$ cat src/core/sbcspi_cfg.svh
// Addresses, indices, field positions and reset values of the register access block
`ifndef SBCSPI_CFG_SVH
`define SBCSPI_CFG_SVH
`define SBCSPI_N_CTRL 12
`define SBCSPI_N_STAT 11
`define SBCSPI_FRAME_BITS 16
// Control register addresses
`define SBCSPI_A_MSC 7'h01
`define SBCSPI_A_HW0 7'h02
`define SBCSPI_A_WDG 7'h03
`define SBCSPI_A_BUS0 7'h04
`define SBCSPI_A_WK0 7'h06
`define SBCSPI_A_WK1 7'h07
`define SBCSPI_A_WKP 7'h08
`define SBCSPI_A_BUS2 7'h0a
`define SBCSPI_A_BUS3 7'h0b
`define SBCSPI_A_TMR 7'h0c
`define SBCSPI_A_HW1 7'h0e
`define SBCSPI_A_SYS 7'h1e
// Status register addresses
`define SBCSPI_A_SUP1 7'h40
`define SBCSPI_A_SUP0 7'h41
`define SBCSPI_A_THM 7'h42
`define SBCSPI_A_DEV 7'h43
`define SBCSPI_A_BS0 7'h44
`define SBCSPI_A_WS0 7'h46
`define SBCSPI_A_WLV 7'h48
`define SBCSPI_A_WS2 7'h49
`define SBCSPI_A_BS2 7'h4a
`define SBCSPI_A_BS3 7'h4b
`define SBCSPI_A_SWS 7'h4c
`define SBCSPI_A_CNV 7'h58
`define SBCSPI_A_FAM 7'h7e
// Control indices that hardware touches
`define SBCSPI_IX_MSC 4'h0
`define SBCSPI_IX_BUS0 4'h3
`define SBCSPI_IX_BUS2 4'h7
`define SBCSPI_IX_BUS3 4'h8
`define SBCSPI_IX_HW1 4'ha
// Field positions
`define SBCSPI_MODE_LSB 6
`define SBCSPI_SRST_BIT 6
`define SBCSPI_CAN1_LSB 0
`define SBCSPI_CAN2_LSB 3
// Mode and transceiver field codes
`define SBCSPI_MC_NORMAL 2'h0
`define SBCSPI_MC_SLEEP 2'h1
`define SBCSPI_MC_STOP 2'h2
`define SBCSPI_MC_RESTART 2'h3
`define SBCSPI_CAN_WAKE 2'h1
// Reset values
`define SBCSPI_CTRL_RST 8'h00
`define SBCSPI_STAT_RST 8'h00
`endif

$ cat src/core/sbcspi_pkg.sv
// Types shared by the register access block
package sbcspi_pkg;
  typedef logic [7:0] sbcspi_byte_t;
  typedef enum logic [2:0] {
    SBCSPI_INIT, SBCSPI_NORMAL, SBCSPI_STOP, SBCSPI_SLEEP, SBCSPI_RESTART, SBCSPI_FAILSAFE
  } sbcspi_mode_t;
  typedef struct packed {
    logic [7:0] data;
    logic access;
    logic [6:0] addr;
  } sbcspi_frame_t;
  typedef struct packed {
    logic sck;
    logic cs_n;
    logic sdi;
  } sbcspi_pins_t;
endpackage

$ cat src/core/sbcspi_link.sv
// Serial frame receiver and transmitter sampled on the system clock
module sbcspi_link
  import sbcspi_pkg::*;
(
  // System
  input wire logic clk,
  input wire logic rst_n,
  // Pins
  input wire sbcspi_pins_t pins,
  output logic sdo,
  output logic sdo_oe_n,
  // Frame side
  input wire logic [15:0] resp_word,
  output logic frame_start,
  output logic frame_end,
  output logic addr_done,
  output logic [6:0] addr_early,
  output sbcspi_frame_t rx_frame,
  output logic [4:0] clk_count,
  output logic edge_err
);
  sbcspi_pins_t s1_q, s2_q, s3_q;
  logic active_q;
  logic [15:0] rx_q;
  logic [3:0] tx_ix_q;
  logic done_q;
  wire cs_fall = s3_q.cs_n & ~s2_q.cs_n;
  wire cs_rise = ~s3_q.cs_n & s2_q.cs_n;
  wire sck_rise = active_q & ~s3_q.sck & s2_q.sck;
  wire sck_fall = active_q & s3_q.sck & ~s2_q.sck;

  // Two flops before any logic; the third only feeds edge detection
  always_ff @(posedge clk) begin
    s1_q <= pins;
    s2_q <= s1_q;
    s3_q <= s2_q;
  end

  always_ff @(posedge clk) begin
    if (!rst_n) begin
      active_q <= 1'b0;
      rx_q <= 16'h0000;
      tx_ix_q <= 4'h0;
      clk_count <= 5'h00;
      edge_err <= 1'b0;
      done_q <= 1'b0;
      sdo <= 1'b0;
      sdo_oe_n <= 1'b1;
    end else begin
      done_q <= 1'b0;
      if (cs_fall) begin
        active_q <= 1'b1;
        tx_ix_q <= 4'h0;
        clk_count <= 5'h00;
        edge_err <= s2_q.sck;
      end
      if (cs_rise) begin
        active_q <= 1'b0;
        if (s2_q.sck) edge_err <= 1'b1;
      end
      if (sck_fall) begin
        rx_q <= {s2_q.sdi, rx_q[15:1]};
        if (clk_count != 5'h1f) clk_count <= clk_count + 5'h01;
        done_q <= (clk_count == 5'h06);
      end
      if (sck_rise && tx_ix_q != 4'hf) tx_ix_q <= tx_ix_q + 4'h1;
      sdo <= resp_word[tx_ix_q];
      sdo_oe_n <= ~(active_q & ~cs_rise);
    end
  end

  assign frame_start = cs_fall;
  assign frame_end = cs_rise & active_q;
  assign addr_done = done_q;
  assign addr_early = rx_q[15:9];
  assign rx_frame = sbcspi_frame_t'(rx_q);
endmodule // sbcspi_link

$ cat src/core/sbcspi_regs.sv
// Register access layer behind the 16-bit serial slave of the system basis device
`include "sbcspi_cfg.svh"
// Behaviour
// Frame bits six to zero hold the seven-bit register address.
// Bit seven: status read or read-and-clear; control read or write.
// Frame bits fifteen to eight carry the data byte both ways.
// Reads, writes and clears act on a whole byte per frame.
// Host clears latched status bits itself; device never clears them alone.
// Some control bits clear themselves automatically, per register.
// Frames are discarded in restart, sleep and fail-safe modes.
// Status access returns current register contents in the same frame.
// Control access returns pre-write value; new value seen next access.
// Every response carries an eight-bit status summary field.
// Summary bit is set while any bit of its registers is set.
// Summary bits map to supply, thermal, device, buses, wake, switcher.
// Wake level status is left out of the summary.
// Control address range holds readable and writable configuration.
// Status address range; bit seven set clears after returning contents.
// Wake level status shows live pin levels and ignores clears.
// Mode field follows the device mode on every mode change.
// Sleep entry turns transceiver fields set on into wake capable.
// Writes only in normal mode; status flags keep updating in stop.
// Frame opens on chip select low, executes on its rise, output released.
// Input sampled on falling clock, output shifted after rising clock.
// Clock count other than 0 or 16 discards frame and flags error.
// Unmapped addresses read zero and change nothing.
module sbcspi_regs
  import sbcspi_pkg::*;
#(
  parameter logic [7:0] FAM_PROD_ID = 8'h5a // Arbitrary identification value
) (
  // System
  input wire logic clk,
  input wire logic rst_n,
  // Serial pins
  input wire sbcspi_pins_t pins,
  output logic sdo,
  output logic sdo_oe_n,
  // Device state
  input wire sbcspi_mode_t dev_mode,
  input wire sbcspi_byte_t [`SBCSPI_N_STAT-1:0] stat_set,
  input wire sbcspi_byte_t wake_level_pins,
  // Configuration out
  output sbcspi_byte_t [`SBCSPI_N_CTRL-1:0] ctrl_out,
  output logic soft_reset_req,
  output sbcspi_byte_t summary_out
);
  // Address decode: {hit, index}
  function automatic logic [4:0] ctrl_dec(input logic [6:0] a);
    case (a)
      `SBCSPI_A_MSC: return 5'h10;
      `SBCSPI_A_HW0: return 5'h11;
      `SBCSPI_A_WDG: return 5'h12;
      `SBCSPI_A_BUS0: return 5'h13;
      `SBCSPI_A_WK0: return 5'h14;
      `SBCSPI_A_WK1: return 5'h15;
      `SBCSPI_A_WKP: return 5'h16;
      `SBCSPI_A_BUS2: return 5'h17;
      `SBCSPI_A_BUS3: return 5'h18;
      `SBCSPI_A_TMR: return 5'h19;
      `SBCSPI_A_HW1: return 5'h1a;
      `SBCSPI_A_SYS: return 5'h1b;
      default: return 5'h00;
    endcase
  endfunction

  function automatic logic [4:0] stat_dec(input logic [6:0] a);
    case (a)
      `SBCSPI_A_SUP1: return 5'h10;
      `SBCSPI_A_SUP0: return 5'h11;
      `SBCSPI_A_THM: return 5'h12;
      `SBCSPI_A_DEV: return 5'h13;
      `SBCSPI_A_BS0: return 5'h14;
      `SBCSPI_A_WS0: return 5'h15;
      `SBCSPI_A_WS2: return 5'h16;
      `SBCSPI_A_BS2: return 5'h17;
      `SBCSPI_A_BS3: return 5'h18;
      `SBCSPI_A_SWS: return 5'h19;
      `SBCSPI_A_CNV: return 5'h1a;
      default: return 5'h00;
    endcase
  endfunction

  function automatic logic [1:0] mode_code(input sbcspi_mode_t m);
    case (m)
      SBCSPI_SLEEP: return `SBCSPI_MC_SLEEP;
      SBCSPI_STOP: return `SBCSPI_MC_STOP;
      SBCSPI_RESTART, SBCSPI_FAILSAFE: return `SBCSPI_MC_RESTART;
      default: return `SBCSPI_MC_NORMAL;
    endcase
  endfunction

  // Transceiver field set on (upper code bit) drops to wake capable
  function automatic logic [1:0] can_sleep(input logic [1:0] f);
    return f[1] ? `SBCSPI_CAN_WAKE : f;
  endfunction

  // Byte read back for an address, taken before any update of this frame
  function automatic sbcspi_byte_t read_byte(
    input logic [6:0] a,
    input sbcspi_byte_t [`SBCSPI_N_CTRL-1:0] c,
    input sbcspi_byte_t [`SBCSPI_N_STAT-1:0] s,
    input sbcspi_byte_t lvl
  );
    logic [4:0] cd;
    logic [4:0] sd;
    cd = ctrl_dec(a);
    sd = stat_dec(a);
    if (cd[4]) return c[cd[3:0]];
    if (sd[4]) return s[sd[3:0]];
    if (a == `SBCSPI_A_WLV) return lvl;
    if (a == `SBCSPI_A_FAM) return FAM_PROD_ID;
    return 8'h00;
  endfunction

  sbcspi_byte_t [`SBCSPI_N_CTRL-1:0] ctrl_q, ctrl_d;
  sbcspi_byte_t [`SBCSPI_N_STAT-1:0] stat_q, stat_d;
  sbcspi_byte_t lvl_s1_q, lvl_q;
  sbcspi_byte_t rdata_q, summary_q;
  sbcspi_mode_t mode_prev_q;
  logic err_q;

  // Link wires
  logic frame_start, frame_end, addr_done, edge_err;
  logic [6:0] addr_early;
  logic [4:0] clk_count;
  sbcspi_frame_t rx_frame;

  sbcspi_link u_link (
    .clk(clk),
    .rst_n(rst_n),
    .pins(pins),
    .sdo(sdo),
    .sdo_oe_n(sdo_oe_n),
    .resp_word({rdata_q, summary_q[7:1], summary_q[0] | err_q}),
    .frame_start(frame_start),
    .frame_end(frame_end),
    .addr_done(addr_done),
    .addr_early(addr_early),
    .rx_frame(rx_frame),
    .clk_count(clk_count),
    .edge_err(edge_err)
  );

  // Frame qualification at chip select rise
  wire soft_rst = ctrl_q[`SBCSPI_IX_HW1][`SBCSPI_SRST_BIT];
  wire blocked_mode = (dev_mode == SBCSPI_RESTART) || (dev_mode == SBCSPI_SLEEP) ||
                      (dev_mode == SBCSPI_FAILSAFE);
  wire count_bad = (clk_count != 5'h00) && (clk_count != 5'(`SBCSPI_FRAME_BITS));
  wire frame_ok = frame_end && (clk_count == 5'(`SBCSPI_FRAME_BITS)) && !edge_err &&
                  !blocked_mode;
  wire [4:0] end_cdec = ctrl_dec(rx_frame.addr);
  wire [4:0] end_sdec = stat_dec(rx_frame.addr);
  wire wr_go = frame_ok && rx_frame.access && end_cdec[4] && (dev_mode == SBCSPI_NORMAL);
  wire clr_go = frame_ok && rx_frame.access && end_sdec[4];
  wire mode_chg = (dev_mode != mode_prev_q);
  wire sleep_entry = mode_chg && (dev_mode == SBCSPI_SLEEP);

  // Status summary grouping
  wire [7:0] summary_d = {
    |stat_q[9], |stat_q[6], |stat_q[5], |(stat_q[7] | stat_q[8]),
    |stat_q[4], |stat_q[3], |stat_q[2], |(stat_q[0] | stat_q[1])
  };

  // Control register next value
  always_comb begin
    ctrl_d = ctrl_q;
    // Self-clearing request bit; a fresh write keeps it for one cycle
    ctrl_d[`SBCSPI_IX_HW1][`SBCSPI_SRST_BIT] = 1'b0;
    if (wr_go) ctrl_d[end_cdec[3:0]] = rx_frame.data;
    if (mode_chg) begin
      ctrl_d[`SBCSPI_IX_MSC][`SBCSPI_MODE_LSB +: 2] = mode_code(dev_mode);
    end
    if (sleep_entry) begin
      ctrl_d[`SBCSPI_IX_BUS0][`SBCSPI_CAN1_LSB +: 2] =
        can_sleep(ctrl_q[`SBCSPI_IX_BUS0][`SBCSPI_CAN1_LSB +: 2]);
      ctrl_d[`SBCSPI_IX_BUS2][`SBCSPI_CAN1_LSB +: 2] =
        can_sleep(ctrl_q[`SBCSPI_IX_BUS2][`SBCSPI_CAN1_LSB +: 2]);
      ctrl_d[`SBCSPI_IX_BUS2][`SBCSPI_CAN2_LSB +: 2] =
        can_sleep(ctrl_q[`SBCSPI_IX_BUS2][`SBCSPI_CAN2_LSB +: 2]);
      ctrl_d[`SBCSPI_IX_BUS3][`SBCSPI_CAN1_LSB +: 2] =
        can_sleep(ctrl_q[`SBCSPI_IX_BUS3][`SBCSPI_CAN1_LSB +: 2]);
    end
  end

  // Status next value: new events win over a clear in the same cycle
  always_comb begin
    stat_d = stat_q;
    if (clr_go) stat_d[end_sdec[3:0]] = 8'h00;
    for (int i = 0; i < `SBCSPI_N_STAT; i++) begin
      stat_d[i] = stat_d[i] | stat_set[i];
    end
  end

  // Live wake pin levels, two flops from the pins
  always_ff @(posedge clk) begin
    lvl_s1_q <= wake_level_pins;
    lvl_q <= lvl_s1_q;
  end

  always_ff @(posedge clk) begin
    if (!rst_n || soft_rst) begin
      ctrl_q <= {`SBCSPI_N_CTRL{`SBCSPI_CTRL_RST}};
      stat_q <= {`SBCSPI_N_STAT{`SBCSPI_STAT_RST}};
      mode_prev_q <= SBCSPI_INIT;
    end else begin
      ctrl_q <= ctrl_d;
      stat_q <= stat_d;
      mode_prev_q <= dev_mode;
    end
  end

  // Response byte latched once the address is in, before the data half goes out
  always_ff @(posedge clk) begin
    if (!rst_n) begin
      rdata_q <= 8'h00;
      summary_q <= 8'h00;
      err_q <= 1'b0;
    end else begin
      summary_q <= summary_d;
      if (frame_start) rdata_q <= 8'h00;
      else if (addr_done) rdata_q <= read_byte(addr_early, ctrl_q, stat_q, lvl_q);
      if (frame_end) err_q <= count_bad | edge_err;
    end
  end

  assign ctrl_out = ctrl_q;
  assign soft_reset_req = soft_rst;
  assign summary_out = summary_q;

  // Checks
  wire [4:0] early_cdec = ctrl_dec(addr_early);
  wire [4:0] early_sdec = stat_dec(addr_early);
  wire early_unmapped = !early_cdec[4] && !early_sdec[4] && (addr_early != `SBCSPI_A_WLV) &&
                        (addr_early != `SBCSPI_A_FAM);

  summary_match_a: assert property (@(posedge clk) disable iff (!rst_n)
    ##1 (summary_q[2] == |$past(stat_q[3])) && (summary_q[4] == |$past(stat_q[7] | stat_q[8])))
    else $error("summary bit does not follow its status group");

  unmapped_zero_a: assert property (@(posedge clk) disable iff (!rst_n)
    addr_done && early_unmapped |=> rdata_q == 8'h00)
    else $error("unmapped address returned nonzero data");

  prewrite_read_a: assert property (@(posedge clk) disable iff (!rst_n || soft_rst)
    addr_done && early_cdec[4] |=> rdata_q == $past(ctrl_q[early_cdec[3:0]]))
    else $error("control read did not return the current value");

  blocked_write_a: assert property (@(posedge clk) disable iff (!rst_n || soft_rst)
    frame_end && blocked_mode && !mode_chg |=>
    $stable(ctrl_q) && (($past(stat_q) & ~stat_q) == '0))
    else $error("frame acted on while device mode discards frames");

  normal_only_a: assert property (@(posedge clk) disable iff (!rst_n || soft_rst)
    frame_end && (dev_mode != SBCSPI_NORMAL) && !mode_chg |=> $stable(ctrl_q))
    else $error("control register written outside normal mode");

  count_error_a: assert property (@(posedge clk) disable iff (!rst_n)
    frame_end && count_bad |=> err_q && !$past(frame_ok))
    else $error("bad clock count not flagged");

  set_wins_a: assert property (@(posedge clk) disable iff (!rst_n || soft_rst)
    clr_go && |stat_set[end_sdec[3:0]] |=>
    stat_q[$past(end_sdec[3:0])] == $past(stat_set[end_sdec[3:0]]))
    else $error("event lost during read-and-clear");

  mode_track_a: assert property (@(posedge clk) disable iff (!rst_n || soft_rst)
    mode_chg && !wr_go |=> ctrl_q[`SBCSPI_IX_MSC][`SBCSPI_MODE_LSB +: 2] ==
    mode_code($past(dev_mode)))
    else $error("mode field did not follow the device mode");

  sleep_can_a: assert property (@(posedge clk) disable iff (!rst_n || soft_rst)
    sleep_entry && ctrl_q[`SBCSPI_IX_BUS3][1] |=>
    ctrl_q[`SBCSPI_IX_BUS3][`SBCSPI_CAN1_LSB +: 2] == `SBCSPI_CAN_WAKE)
    else $error("transceiver field not made wake capable on sleep entry");

  level_read_a: assert property (@(posedge clk) disable iff (!rst_n)
    addr_done && addr_early == `SBCSPI_A_WLV |=> rdata_q == $past(lvl_q))
    else $error("wake level read is not the live pin level");

  release_idle_a: assert property (@(posedge clk) disable iff (!rst_n)
    frame_end |=> sdo_oe_n [*2])
    else $error("serial output not released after chip select rise");

  start_drive_a: assert property (@(posedge clk) disable iff (!rst_n)
    frame_start |=> ##1 !sdo_oe_n)
    else $error("serial output not driven after chip select fall");

  zero_count_a: assert property (@(posedge clk) disable iff (!rst_n)
    frame_end && (clk_count == 5'h00) && !edge_err |=> !err_q)
    else $error("clockless frame did not clear the error flag");

  write_lands_a: assert property (@(posedge clk) disable iff (!rst_n || soft_rst)
    wr_go && !mode_chg |=> ctrl_q[$past(end_cdec[3:0])] == $past(rx_frame.data))
    else $error("written byte did not land in its register");
endmodule // sbcspi_regs

$ cat config.mk
export PLATFORM = sky130hd
export DESIGN_NAME = sbcspi_regs
export DESIGN_NICKNAME = d
export VERILOG_FILES = /design/src/core/sbcspi_pkg.sv /design/src/core/sbcspi_link.sv /design/src/core/sbcspi_regs.sv
export VERILOG_INCLUDE_DIRS = /design/src /design/src/core
export SDC_FILE = /design/constraint.sdc
export NUM_CORES = 1
export LEC_CHECK = 0
export BUFFER_PORTS_ARGS = -buffer_cell sky130_fd_sc_hd__buf_2
export CAP_MARGIN = 20
export CELL_PAD_IN_SITES_DETAIL_PLACEMENT = 0
export CELL_PAD_IN_SITES_GLOBAL_PLACEMENT = 1
export CORE_MARGIN = 5
export CORE_UTILIZATION = 30
export CTS_CLUSTER_SIZE = 40
export DETAILED_ROUTE_END_ITERATION = 10
export HOLD_SLACK_MARGIN = 0.02
export PLACE_DENSITY = 0.71
export SKIP_CTS_REPAIR_TIMING = 1
export SYNTH_ARGS = -nofsm -noshare
export SYNTH_HDL_FRONTEND = slang
export SYNTH_HIERARCHICAL = 1
export SYNTH_SLANG_ARGS = --single-unit
$ cat constraint.sdc
create_clock -name clk -period 3.2 [get_ports clk]
set_input_delay 0.16 -clock clk [delete_from_list [all_inputs] [get_ports clk]]
set_output_delay 0.16 -clock clk [all_outputs]
set_load 0.02 [all_outputs]
; ---- Word-level counts from Yosys, hierarchy flattened
; Memory sizes are Yosys's and may differ from the RTL's. A register that Yosys moved wholly into a read port is not among the register bits.
; Cells that the tools add are included.
[word_totals]
register_bits = 258
latch_bits = 0
ramBits = 0
mem_bits_ro = 320
inputBits = 104
output_inout_bits = 107
elab_cells = 253
mem_count = 2
[classes]
n_addsub = 2
n_mul = 0
div_mod_pow = 0
n_lt_le_gt_ge = 7
eq_ne = 39
n_shift = 0
muxes = 75
n_bitwise = 33
reduce_logical = 41
[memory_table]
columns = memory, depth, width, read_ports, rd_ports_with_merged_regs, write_ports, line_no
row1 = (name not given), 32, 5, 1, 1, 0, sbcspi_regs.sv:50  ; case (a)
row2 = (name not given), 32, 5, 1, 1, 0, sbcspi_regs.sv:50
[op_table]
columns = op, n
row1 = $eq 7x7->1 const B, 24
row2 = $pmux 5 s11, 2
row3 = $or 8x8->8, 13
row4 = $bwmux 96, 1
row5 = $mux 8, 12
row6 = $and 88x88->88, 1
row7 = $mux 88, 1
row8 = $not 88->88, 1
row9 = $mux 5, 15
row10 = $mux 66, 1
row11 = $bmux 8 s4, 2
row12 = $demux 8 s4, 2
row13 = $reduce_or 8->1, 8
row14 = $mux 1, 30
row15 = $lt 4x5->1 const B, 5
row16 = $logic_and 1x1->1, 12
row17 = $mux 2, 5
row18 = $ne 5x5->1 const B, 2
row19 = $reduce_and 2->1, 5
row20 = $and 1x1->1, 8
row21 = $ge 4x1->1 const B, 2
row22 = $mux 4, 2
row23 = $ne 2x2->1 const B, 4
row24 = $not 1->1, 8
row25 = 18 further kinds, 31

; ---- Logic depth before layout (Yosys ltp)
; Gate-level depths: netlist (run 1).
[logic_depth]
word_depth = 28
depth_mapped = 12
mapped_depth_nobuf = 9

; ---- Cells and area by module
; The synthesis (run 1) kept the hierarchy.
[modules_own_cells]
columns = module, n_inst, cells_per_inst, area_per_inst_um2, seq_area_each_um2
row1 = sbcspi_regs, 1, 1178, 10178.5, 4404.2
row2 = sbcspi_link, 1, 176, 1572.8, 760.7

; ---- Worst setup path before layout (run 1)
; Ideal clock, no wire load.
[synth_timing]
path_type = reg-to-reg
start = register u_link.rx_q[9] (netlist: u_link/rx_frame[9])
end = register rdata_q[7]
setup_time_ps = 78
t_arrival_ps = 2514
required_ps = 3122
path_slack_ps = 608
path_stages_with_launch = 11
path_buffers = 1
synth_period_minus_slack_ps = 2592
cell_sequence = dfxtp_1 > inv_1 > ha_1 > clkbuf_1 > mux2_2 > and3_1 > or2_2 > or3_1 > o211ai_1 > a211oi_1 > a32oi_1
[synth_via]
elab_chain_cells = 14
elab_cells_between_ends = 44
cone_classes = eq/ne (13) / mux (31)
[synth_rtl]
columns = element, line_no
row1 = from (decl), sbcspi_link.sv:24  ; logic [15:0] rx_q;
row2 = from (signal assigned), sbcspi_link.sv:62  ; rx_q <= {s2_q.sdi, rx_q[15:1]};
row3 = $eq 7x7->1, --
row4 = $pmux 5 s11, sbcspi_regs.sv:68  ; case (a)
row5 = $mux 5, sbcspi_regs.sv:222  ; else if (addr_done) rdata_q <= read_byte(addr_early, ctrl_q, stat_q, lvl_q);
row6 = $mux 5, sbcspi_regs.sv:221  ; if (frame_start) rdata_q <= 8'h00;
row7 = $mux 5, sbcspi_regs.sv:215  ; if (!rst_n) begin
row8 = $bmux 8 s4, sbcspi_regs.sv:110  ; if (sd[4]) return s[sd[3:0]];
row9 = $mux 8 (implied by the code), sbcspi_regs.sv:110
row10 = $mux 8, sbcspi_regs.sv:110
row11 = $mux 8, sbcspi_regs.sv:111  ; if (a == `SBCSPI_A_WLV) return lvl;
row12 = $mux 8, sbcspi_regs.sv:112  ; if (a == `SBCSPI_A_FAM) return FAM_PROD_ID;
row13 = $mux 8, sbcspi_regs.sv:113  ; return 8'h00;
row14 = $mux 8, sbcspi_regs.sv:112
row15 = $mux 8 *, sbcspi_regs.sv:111
row16 = $mux 8 *, sbcspi_regs.sv:110
row17 = to (signal assigned), sbcspi_regs.sv:222
row18 = to (decl), sbcspi_regs.sv:119  ; sbcspi_byte_t rdata_q, summary_q;
; Every way passes the cells marked *; elsewhere a longest branch is shown, timed or not. The select of a mux whose other input is x is not followed.
; A chain may end at the register's enable or synchronous reset.

==> results_dict.tcl, run 1 <==
set metrics [dict create \
    first_iter_violations 947 \
    port_buffers 210 \
    hold_path_class "in2reg" \
    grt_overflow 0 \
    antenna_found_initial 1 \
    ys_async_sr_fraction_pct 0 \
    area_delta_synth_final_pct 31.74 \
    worstMarginPinSlew_ns 0.8991 \
    clock_path_buffers 3 \
    die_h_um 207.9 \
    clk_pin_slew_ns 0.06 \
    use_met3_pct 3.208 \
    htree_levels 1 \
    whs_path_depth 2 \
    viasPerCell 5.202 \
    yosys.cell_types.count 79 \
    synth_top_cell_area_share_pct 43.95 \
    met2_usage_pct 32.05 \
    antenna_left 0 \
    fmax_mhz 321.7 \
    dp_worst_setup_slack_ns 0.1008 \
    yosysMostFrequentCell "dfxtp_1" \
    maxCapViolations 0 \
    syn_area_sq_um 11750 \
    syn_area_per_cell_sq_um 8.679 \
    r2r_start "u_link/rx_frame[0]" \
    crit_cells 9 \
    fillers 3953 \
    powerDensity_nw_per_um2 456.4 \
    cp_slowest_cell "and2_1" \
    fin_ws_ns 0.09171 \
    post_drt_wl_per_cell_um 20.31 \
    relSlewSlack_pct 39.43 \
    crit_end "ctrl_out[65]" \
    finalWirelength_um 45030 \
    finalNonFillerCells 2217 \
    ys_seq_area_share_pct 43.95 \
    gp_congestion 0.9177 \
    drc_errors 0 \
    status "finished, final reports clean" \
    placed_cells 2062 \
    cts_sinks 258 \
    synth-edff-count 0 \
    reg2reg_depth 9 \
    core_sq_um 38740 \
    root_buffer "clkbuf_16" \
    r2r_end "ctrl_out[65]" \
    required_ns 3.60 \
    crit_family "simple AND/OR/NAND/NOR gates" \
    ir_drop_mv 0.3408 \
    drive_gt1_share_pct 20.68 \
    ioPinCount 211 \
    dr.pass1.iters 6 \
    crit_path_start_kind "flip-flop" \
    worst_setup_path_end_kind "flip-flop" \
    cts_buffers 28 \
    synth.area.top_cells "dfxtp_1, mux2i_1, a21oi_1" \
    fin_crit_sh_pct 97.13 \
    critPathKind "reg2reg" \
    clock_latency_ns 0.57 \
    synth_common_cells "dfxtp_1, nor2_1, a21oi_1" \
    grt.busiest_layer "met2" \
    maxSlewViolCount 0 \
    arrival_ns 3.51 \
    ys_warn_count 6 \
    whs_ns 0.2358 \
    grt_use_met1_pct 25.68 \
    routed-via-count 11530 \
    slowest_delay_ns 0.55 \
    fin_skew_ns 0.03021 \
    grt_usage_pct 19.22 \
    layout.nets 1797 \
    grt_pass1_wl_um 66850 \
    period_minus_slack_ns 3.108 \
    cpMostUsedCell "nor3_1" \
    crit_path_cell_trace "inv_1 -> ha_1 -> nand3_1 -> a211o_1 -> a211o_2 -> nor3_1 -> and2_1 -> mux2i_1 -> nor3_1" \
    path_max_fanout 9 \
    synthCells 1354 \
    hpwl_um 33010 \
    dieArea_sq_um 43230 \
    start_util_pct 30.34 \
    worst-path-buf-inv 1 \
    hold_viol_final 0 \
    cellLeakagePower_uw 0.006700 \
    setup.reg_to_reg.worst_slack_ns 0.09 \
    grt_max_degree 72 \
    die_w_um 207.9 \
    setup_viol 0 \
    ys.flop_type "dfxtp_1" \
    crit_start "u_link/rx_frame[0]" \
    cts_tree "done" \
    rows 72 \
    synth_fp_nets 1474 \
    grt_pass1_vias 10910 \
    synth_seq_cells 258 \
    synth_largest_area_cell "dfxtp_1" \
]
-- per-layer routing --
metal	wire, um	vias up
met5	0	-
met4	1437	0
met3	2782	83
met2	21710	428
met1	19100	5539
li1	-	5482
-- cells by family (layout without fill, tap and decap cells) --
family          Yosys count  count (layout)  synth area share (%)
fa+ha+maj                16              16                 1.704
compound gates          308             308                 16.11
flops                   258             258                 43.95
other cells               0               2                     0
xor+xnor                  5               5                0.3726
buf+inv                  93             436                 3.758
mux                     135             135                 11.96
simple gates            539             539                 22.15
-- cell usage in the layout, fill, tap and decap left out, types with 5 or more instances in the layout --
| cell | Yosys | final |
|---|---|---|
| clkbuf_1 | 46 | 9 |
| dlygate4sd3_1 | 0 | 103 |
| and3_1 | 7 | 7 |
| and2_1 | 9 | 9 |
| ha_1 | 16 | 16 |
| nor2b_1 | 10 | 10 |
| nor2_1 | 203 | 203 |
| mux2_2 | 10 | 10 |
| buf_2 | 14 | 210 |
| nand3b_1 | 7 | 7 |
| nand3_1 | 38 | 38 |
| nand2b_1 | 17 | 16 |
| a211oi_1 | 14 | 14 |
| clkbuf_16 | 0 | 28 |
| buf_4 | 12 | 54 |
| nand2_2 | 7 | 7 |
| nor3_1 | 24 | 24 |
| dfxtp_1 | 258 | 258 |
| nand2_1 | 136 | 136 |
| o21ai_0 | 28 | 27 |
| o211ai_1 | 16 | 16 |
| clkbuf_8 | 0 | 6 |
| inv_1 | 15 | 15 |
| nand4_1 | 14 | 14 |
| a32oi_1 | 7 | 7 |
| nor3b_1 | 7 | 6 |
| or3_1 | 8 | 8 |
| a21oi_1 | 172 | 172 |
| o22ai_1 | 14 | 14 |
| a31oi_1 | 8 | 8 |
| xor2_1 | 5 | 5 |
| mux2i_1 | 122 | 122 |
| nor4_1 | 26 | 26 |
-- layout make-up --
cell class	count	area, sq um	area share, %
Tap cell	518	648.1	4.187
Timing Repair Buffer	370	2547	16.46
Antenna cell	2	5.005	0.03233
Multi-Input combinational cell	1003	6165	39.82
Clock inverter	7	73.82	0.4768
Inverter	16	60.06	0.3879
Clock buffer	43	817.0	5.278
Sequential cell	258	5165	33.36
-- worst reg2reg max path, delay by kind of cell, from the launching register on --
kind | cells | cell delay [ns]
fa+ha+maj | 1 | 0.34
buf+inv | 1 | 0.16
flops | 1 | 0.38
compound gates | 2 | 0.69
simple gates | 4 | 1.12
mux | 1 | 0.25
-- flip-flops by register name (all words and copies together) (netlist names), 4 cells and up --
register	flops
ctrl_out	96
stat_q	88
u_link/rx_frame	16
lvl_q	8
lvl_s1_q	8
rdata_q	8
summary_out	8
u_link/clk_count	5
u_link/tx_ix_q	4
-- how the worst min path moves through the flow --
stage / from / slack, ns / endpoint
2_1_floorplan: wake_level_pins[0] / 0.19 / lvl_s1_q[0]
3_3_place_gp: wake_level_pins[1] / 0.26 / lvl_s1_q[1]
3_5_place_dp: wake_level_pins[6] / 0.26 / lvl_s1_q[6]
4_1_cts: pins[2] / -0.33 / u_link/s1_q[2]
5_1_grt: wake_level_pins[6] / 0.22 / lvl_s1_q[6]
6_report: wake_level_pins[6] / 0.24 / lvl_s1_q[6]
-- stage by stage --
| stage | setup TNS [ns] | util, % | total power [uW] | instance area (sq um) |
|---|---|---|---|---|
| after floorplan | 0 | - | 3647 | 11750 |
| after global placement | 0 | 34.96 | 3840 | 13540 |
| after detailed placement | 0 | 34.96 | 3844 | 13540 |
| after CTS | 0 | 37.26 | 7018 | 14430 |
| after global routing | -0.1132 | 39.96 | 7310 | 15480 |
| final | 0 | 39.96 | 7065 | 15480 |
-- report_power, final --
part	leakage (uW)	total, uW	switching, uW	internal (uW)
Sequential	0.00212	3430	102	3320
Clock	0.000436	3190	1360	1830
Combinational	0.00414	450	223	227
No activity file was read; power rests on OpenSTA's default activity.
==> inputs of run 2 (changes only) <==
--- a/config.mk
+++ b/config.mk
@@ -6,6 +6,7 @@
 export SDC_FILE = /design/constraint.sdc
 export NUM_CORES = 1
 export LEC_CHECK = 0
+export ABC_AREA = 1
 export BUFFER_PORTS_ARGS = -buffer_cell sky130_fd_sc_hd__buf_2
 export CAP_MARGIN = 20
 export CELL_PAD_IN_SITES_DETAIL_PLACEMENT = 0
@@ -15,7 +16,7 @@
 export CTS_CLUSTER_SIZE = 40
 export DETAILED_ROUTE_END_ITERATION = 10
 export HOLD_SLACK_MARGIN = 0.02
-export PLACE_DENSITY = 0.71
+export PLACE_DENSITY = 0.73
 export SKIP_CTS_REPAIR_TIMING = 1
 export SYNTH_ARGS = -nofsm -noshare
 export SYNTH_HDL_FRONTEND = slang
==> run 2 against run 1 <==
Compared with the run above: cell count up 14%; critical path type unchanged; largest power group is now the clock network; clock skew decreased by 0.013 ns; critical path depth is 4 higher; sequential cell count is the same.
==> results_dict.tcl, run 2 <==
set metrics [dict create \
    internal_power_uw 5877 \
    grt_pass1_vias 11360 \
    synthCells 1702 \
    tns_ns 0 \
    fin_skew_ns 0.01686 \
    layout.cells.most_common "nand2_1" \
    ys.flop_type "dfxtp_1" \
    core_sq_um 39910 \
    die_w_um 211.5 \
    rows 73 \
    yosys.area_share.simple_pct 28.08 \
    htree_levels 1 \
    ys_warn_count 6 \
    maxSlewViolCount 0 \
    status "finished, final reports clean" \
    yosys.cell_types.count 47 \
    port_buffers 210 \
    period_minus_slack_ns 2.976 \
    clk_pin_slew_ns 0.07 \
    reg2reg_depth 13 \
    sw_frac_of_total_pct 24.87 \
    top_layer "met5" \
    clock_latency_ns 0.56 \
    synth_fp_nets 1822 \
    synth.area.top_cells "dfxtp_1, a21oi_1, nand2_1" \
    synth_largest_area_cell "dfxtp_1" \
    cellLeakagePower_uw 0.007099 \
    gp_congestion 0.8398 \
    dr_wl_met2_um 20440 \
    arrival_ns 3.47 \
    synth_seq_cells 258 \
    cts_tree "done" \
    seq_power_share_pct 44.0 \
    dr.pass1.iters 5 \
    critPathKind "reg2reg" \
    synth_compound_area_share_pct 17.50 \
    powerDensity_nw_per_um2 497.9 \
    required_ns 3.69 \
    cts_buffers 29 \
    start_util_pct 30.51 \
    syn_area_per_cell_sq_um 7.154 \
    whs_path_depth 2 \
    root_buffer "clkbuf_16" \
    largest_register_ffs 96 \
    synth_top_cell_area_share_pct 42.42 \
    met3_length_um 2552 \
    crit_end "rdata_q[5]" \
    clkPwrFrac_pct 45.6 \
    setup_viol 0 \
    layout.nets 2111 \
    switchingPower_uw 1945 \
    cts_sinks 258 \
    syn_area_sq_um 12180 \
    worstMarginPinSlew_ns 0.9030 \
    first_iter_violations 870 \
    yosysMostFrequentCell "nand2_1" \
    drc_errors 0 \
    drive_gt1_share_pct 17.02 \
    antenna_left 0 \
    hp-start "pins[1]" \
    ir_drop_mv 0.3750 \
    hpwl_um 32720 \
    synth-xor-area-share_pct 0.2877 \
    relSlewSlack_pct 39.24 \
    dieArea_sq_um 44720 \
    grt_max_degree 90 \
    grt_usage_pct 18.55 \
    clock_path_buffers 3 \
    utilization_pct 39.36 \
    path_max_fanout 47 \
    area_delta_synth_final_pct 29.02 \
    worst_setup_path_end_kind "flip-flop" \
    muxShareOfSynthArea_pct 0 \
    synth_top_family_by_area "simple AND/OR/NAND/NOR gates" \
    r2r_start "u_link/rx_frame[11]" \
    finalWirelength_um 44650 \
    maxCapViolations 0 \
    ys_seq_area_share_pct 42.42 \
    grt_pass1_wl_um 66790 \
    hold_path_class "in2reg" \
    synth-edff-count 0 \
    final_cell_mix "nand2_1, dfxtp_1, a21oi_1, buf_2, inv_1" \
    rsz0062_at_grt "false" \
    ys_async_sr_fraction_pct 0 \
    crit_path_start_kind "flip-flop" \
    drt-met1-wl_um 20510 \
    ioPinCount 211 \
    grt_overflow 0 \
    synth_adder_area_share_pct 1.644 \
    setup.reg_to_reg.worst_slack_ns 0.22 \
    synth_common_cells "nand2_1, dfxtp_1, a21oi_1" \
    comb_power_share_pct 10.4 \
    viasPerCell 4.944 \
    r2r_end "rdata_q[5]" \
    antenna_found_initial 2 \
    crit_start "u_link/rx_frame[11]" \
    fmax_mhz 336.0 \
    hold_viol_final 0 \
    fin_crit_sh_pct 93.01 \
    post_drt_wl_per_cell_um 17.61 \
    die_h_um 211.5 \
    routed-via-count 12530 \
]
## run 2: metal layers
layer  global-route usage (%)  vias up
met5                        0        -
met3                    3.334       71
met4                    4.687        2
li1                         -     6245
met1                    25.95     5859
met2                    29.72      356
## run 2: power by group through the flow
stage	Sequential [uW]	Clock [uW]	Combinational, uW
5_1_grt	3450	3780	903
3_5_place_dp	3510	0	715
6_report	3440	3570	814
4_1_cts	3440	3660	717
3_3_place_gp	3510	0	709
2_1_floorplan	3480	0	454
## run 2: cell type report
type	count	area (sq um)
diodes	1	2.502
clock buffers	39	833.3
clock inverters	10	187.7
fillers	4164	24200
inverters	207	777.0
multi-input cells	1157	5793
flip-flops and latches	258	5165
well taps	525	656.9
repair buffers	338	2295
## run 2: kinds of logic (layout without fill, tap and decap cells)
| group | Yosys count | after routing |
|---|---|---|
| xor+xnor | 4 | 4 |
| buf+inv | 287 | 594 |
| simple gates | 736 | 736 |
| fa+ha+maj | 16 | 16 |
| compound gates | 401 | 401 |
| other cells | 0 | 1 |
| flops | 258 | 258 |
## run 2: stage by stage
step / setup slack [ns] / cell area, sq um / cells / hold slack [ns] / power (uW)
after CTS: 0.2800 / 14680 / 2431 / -0.3493 / 7818
after floorplan: 1.056 / 12180 / 1702 / 0.1877 / 3932
after global placement: 0.2675 / 13660 / 2382 / 0.2626 / 4218
after detailed placement: 0.2631 / 13660 / 2382 / 0.2657 / 4226
after global routing: 0.01996 / 15710 / 2535 / 0.2125 / 8140
final: 0.2237 / 15710 / 2535 / 0.2266 / 7822
## run 2: worst min path at each step
stage | to | slack, ns
CTS | u_link/s1_q[1] | -0.35
global placement | lvl_s1_q[2] | 0.26
finish | u_link/s1_q[1] | 0.23
detailed placement | lvl_s1_q[5] | 0.27
global route | u_link/s1_q[1] | 0.21
floorplan | lvl_s1_q[0] | 0.19
## run 2: critical path: stages, from the launching register on
cell      delay [ns]
dfxtp_1         0.55
nand2_2         0.12
inv_1           0.10
nand2_1         0.11
a21oi_4         0.52
nand2_2         0.11
buf_4           0.32
nand2_1         0.11
o211ai_1        0.11
nand3_1         0.15
nand3_1         0.22
a21oi_1         0.29
nand2_1         0.09
a21oi_1         0.11
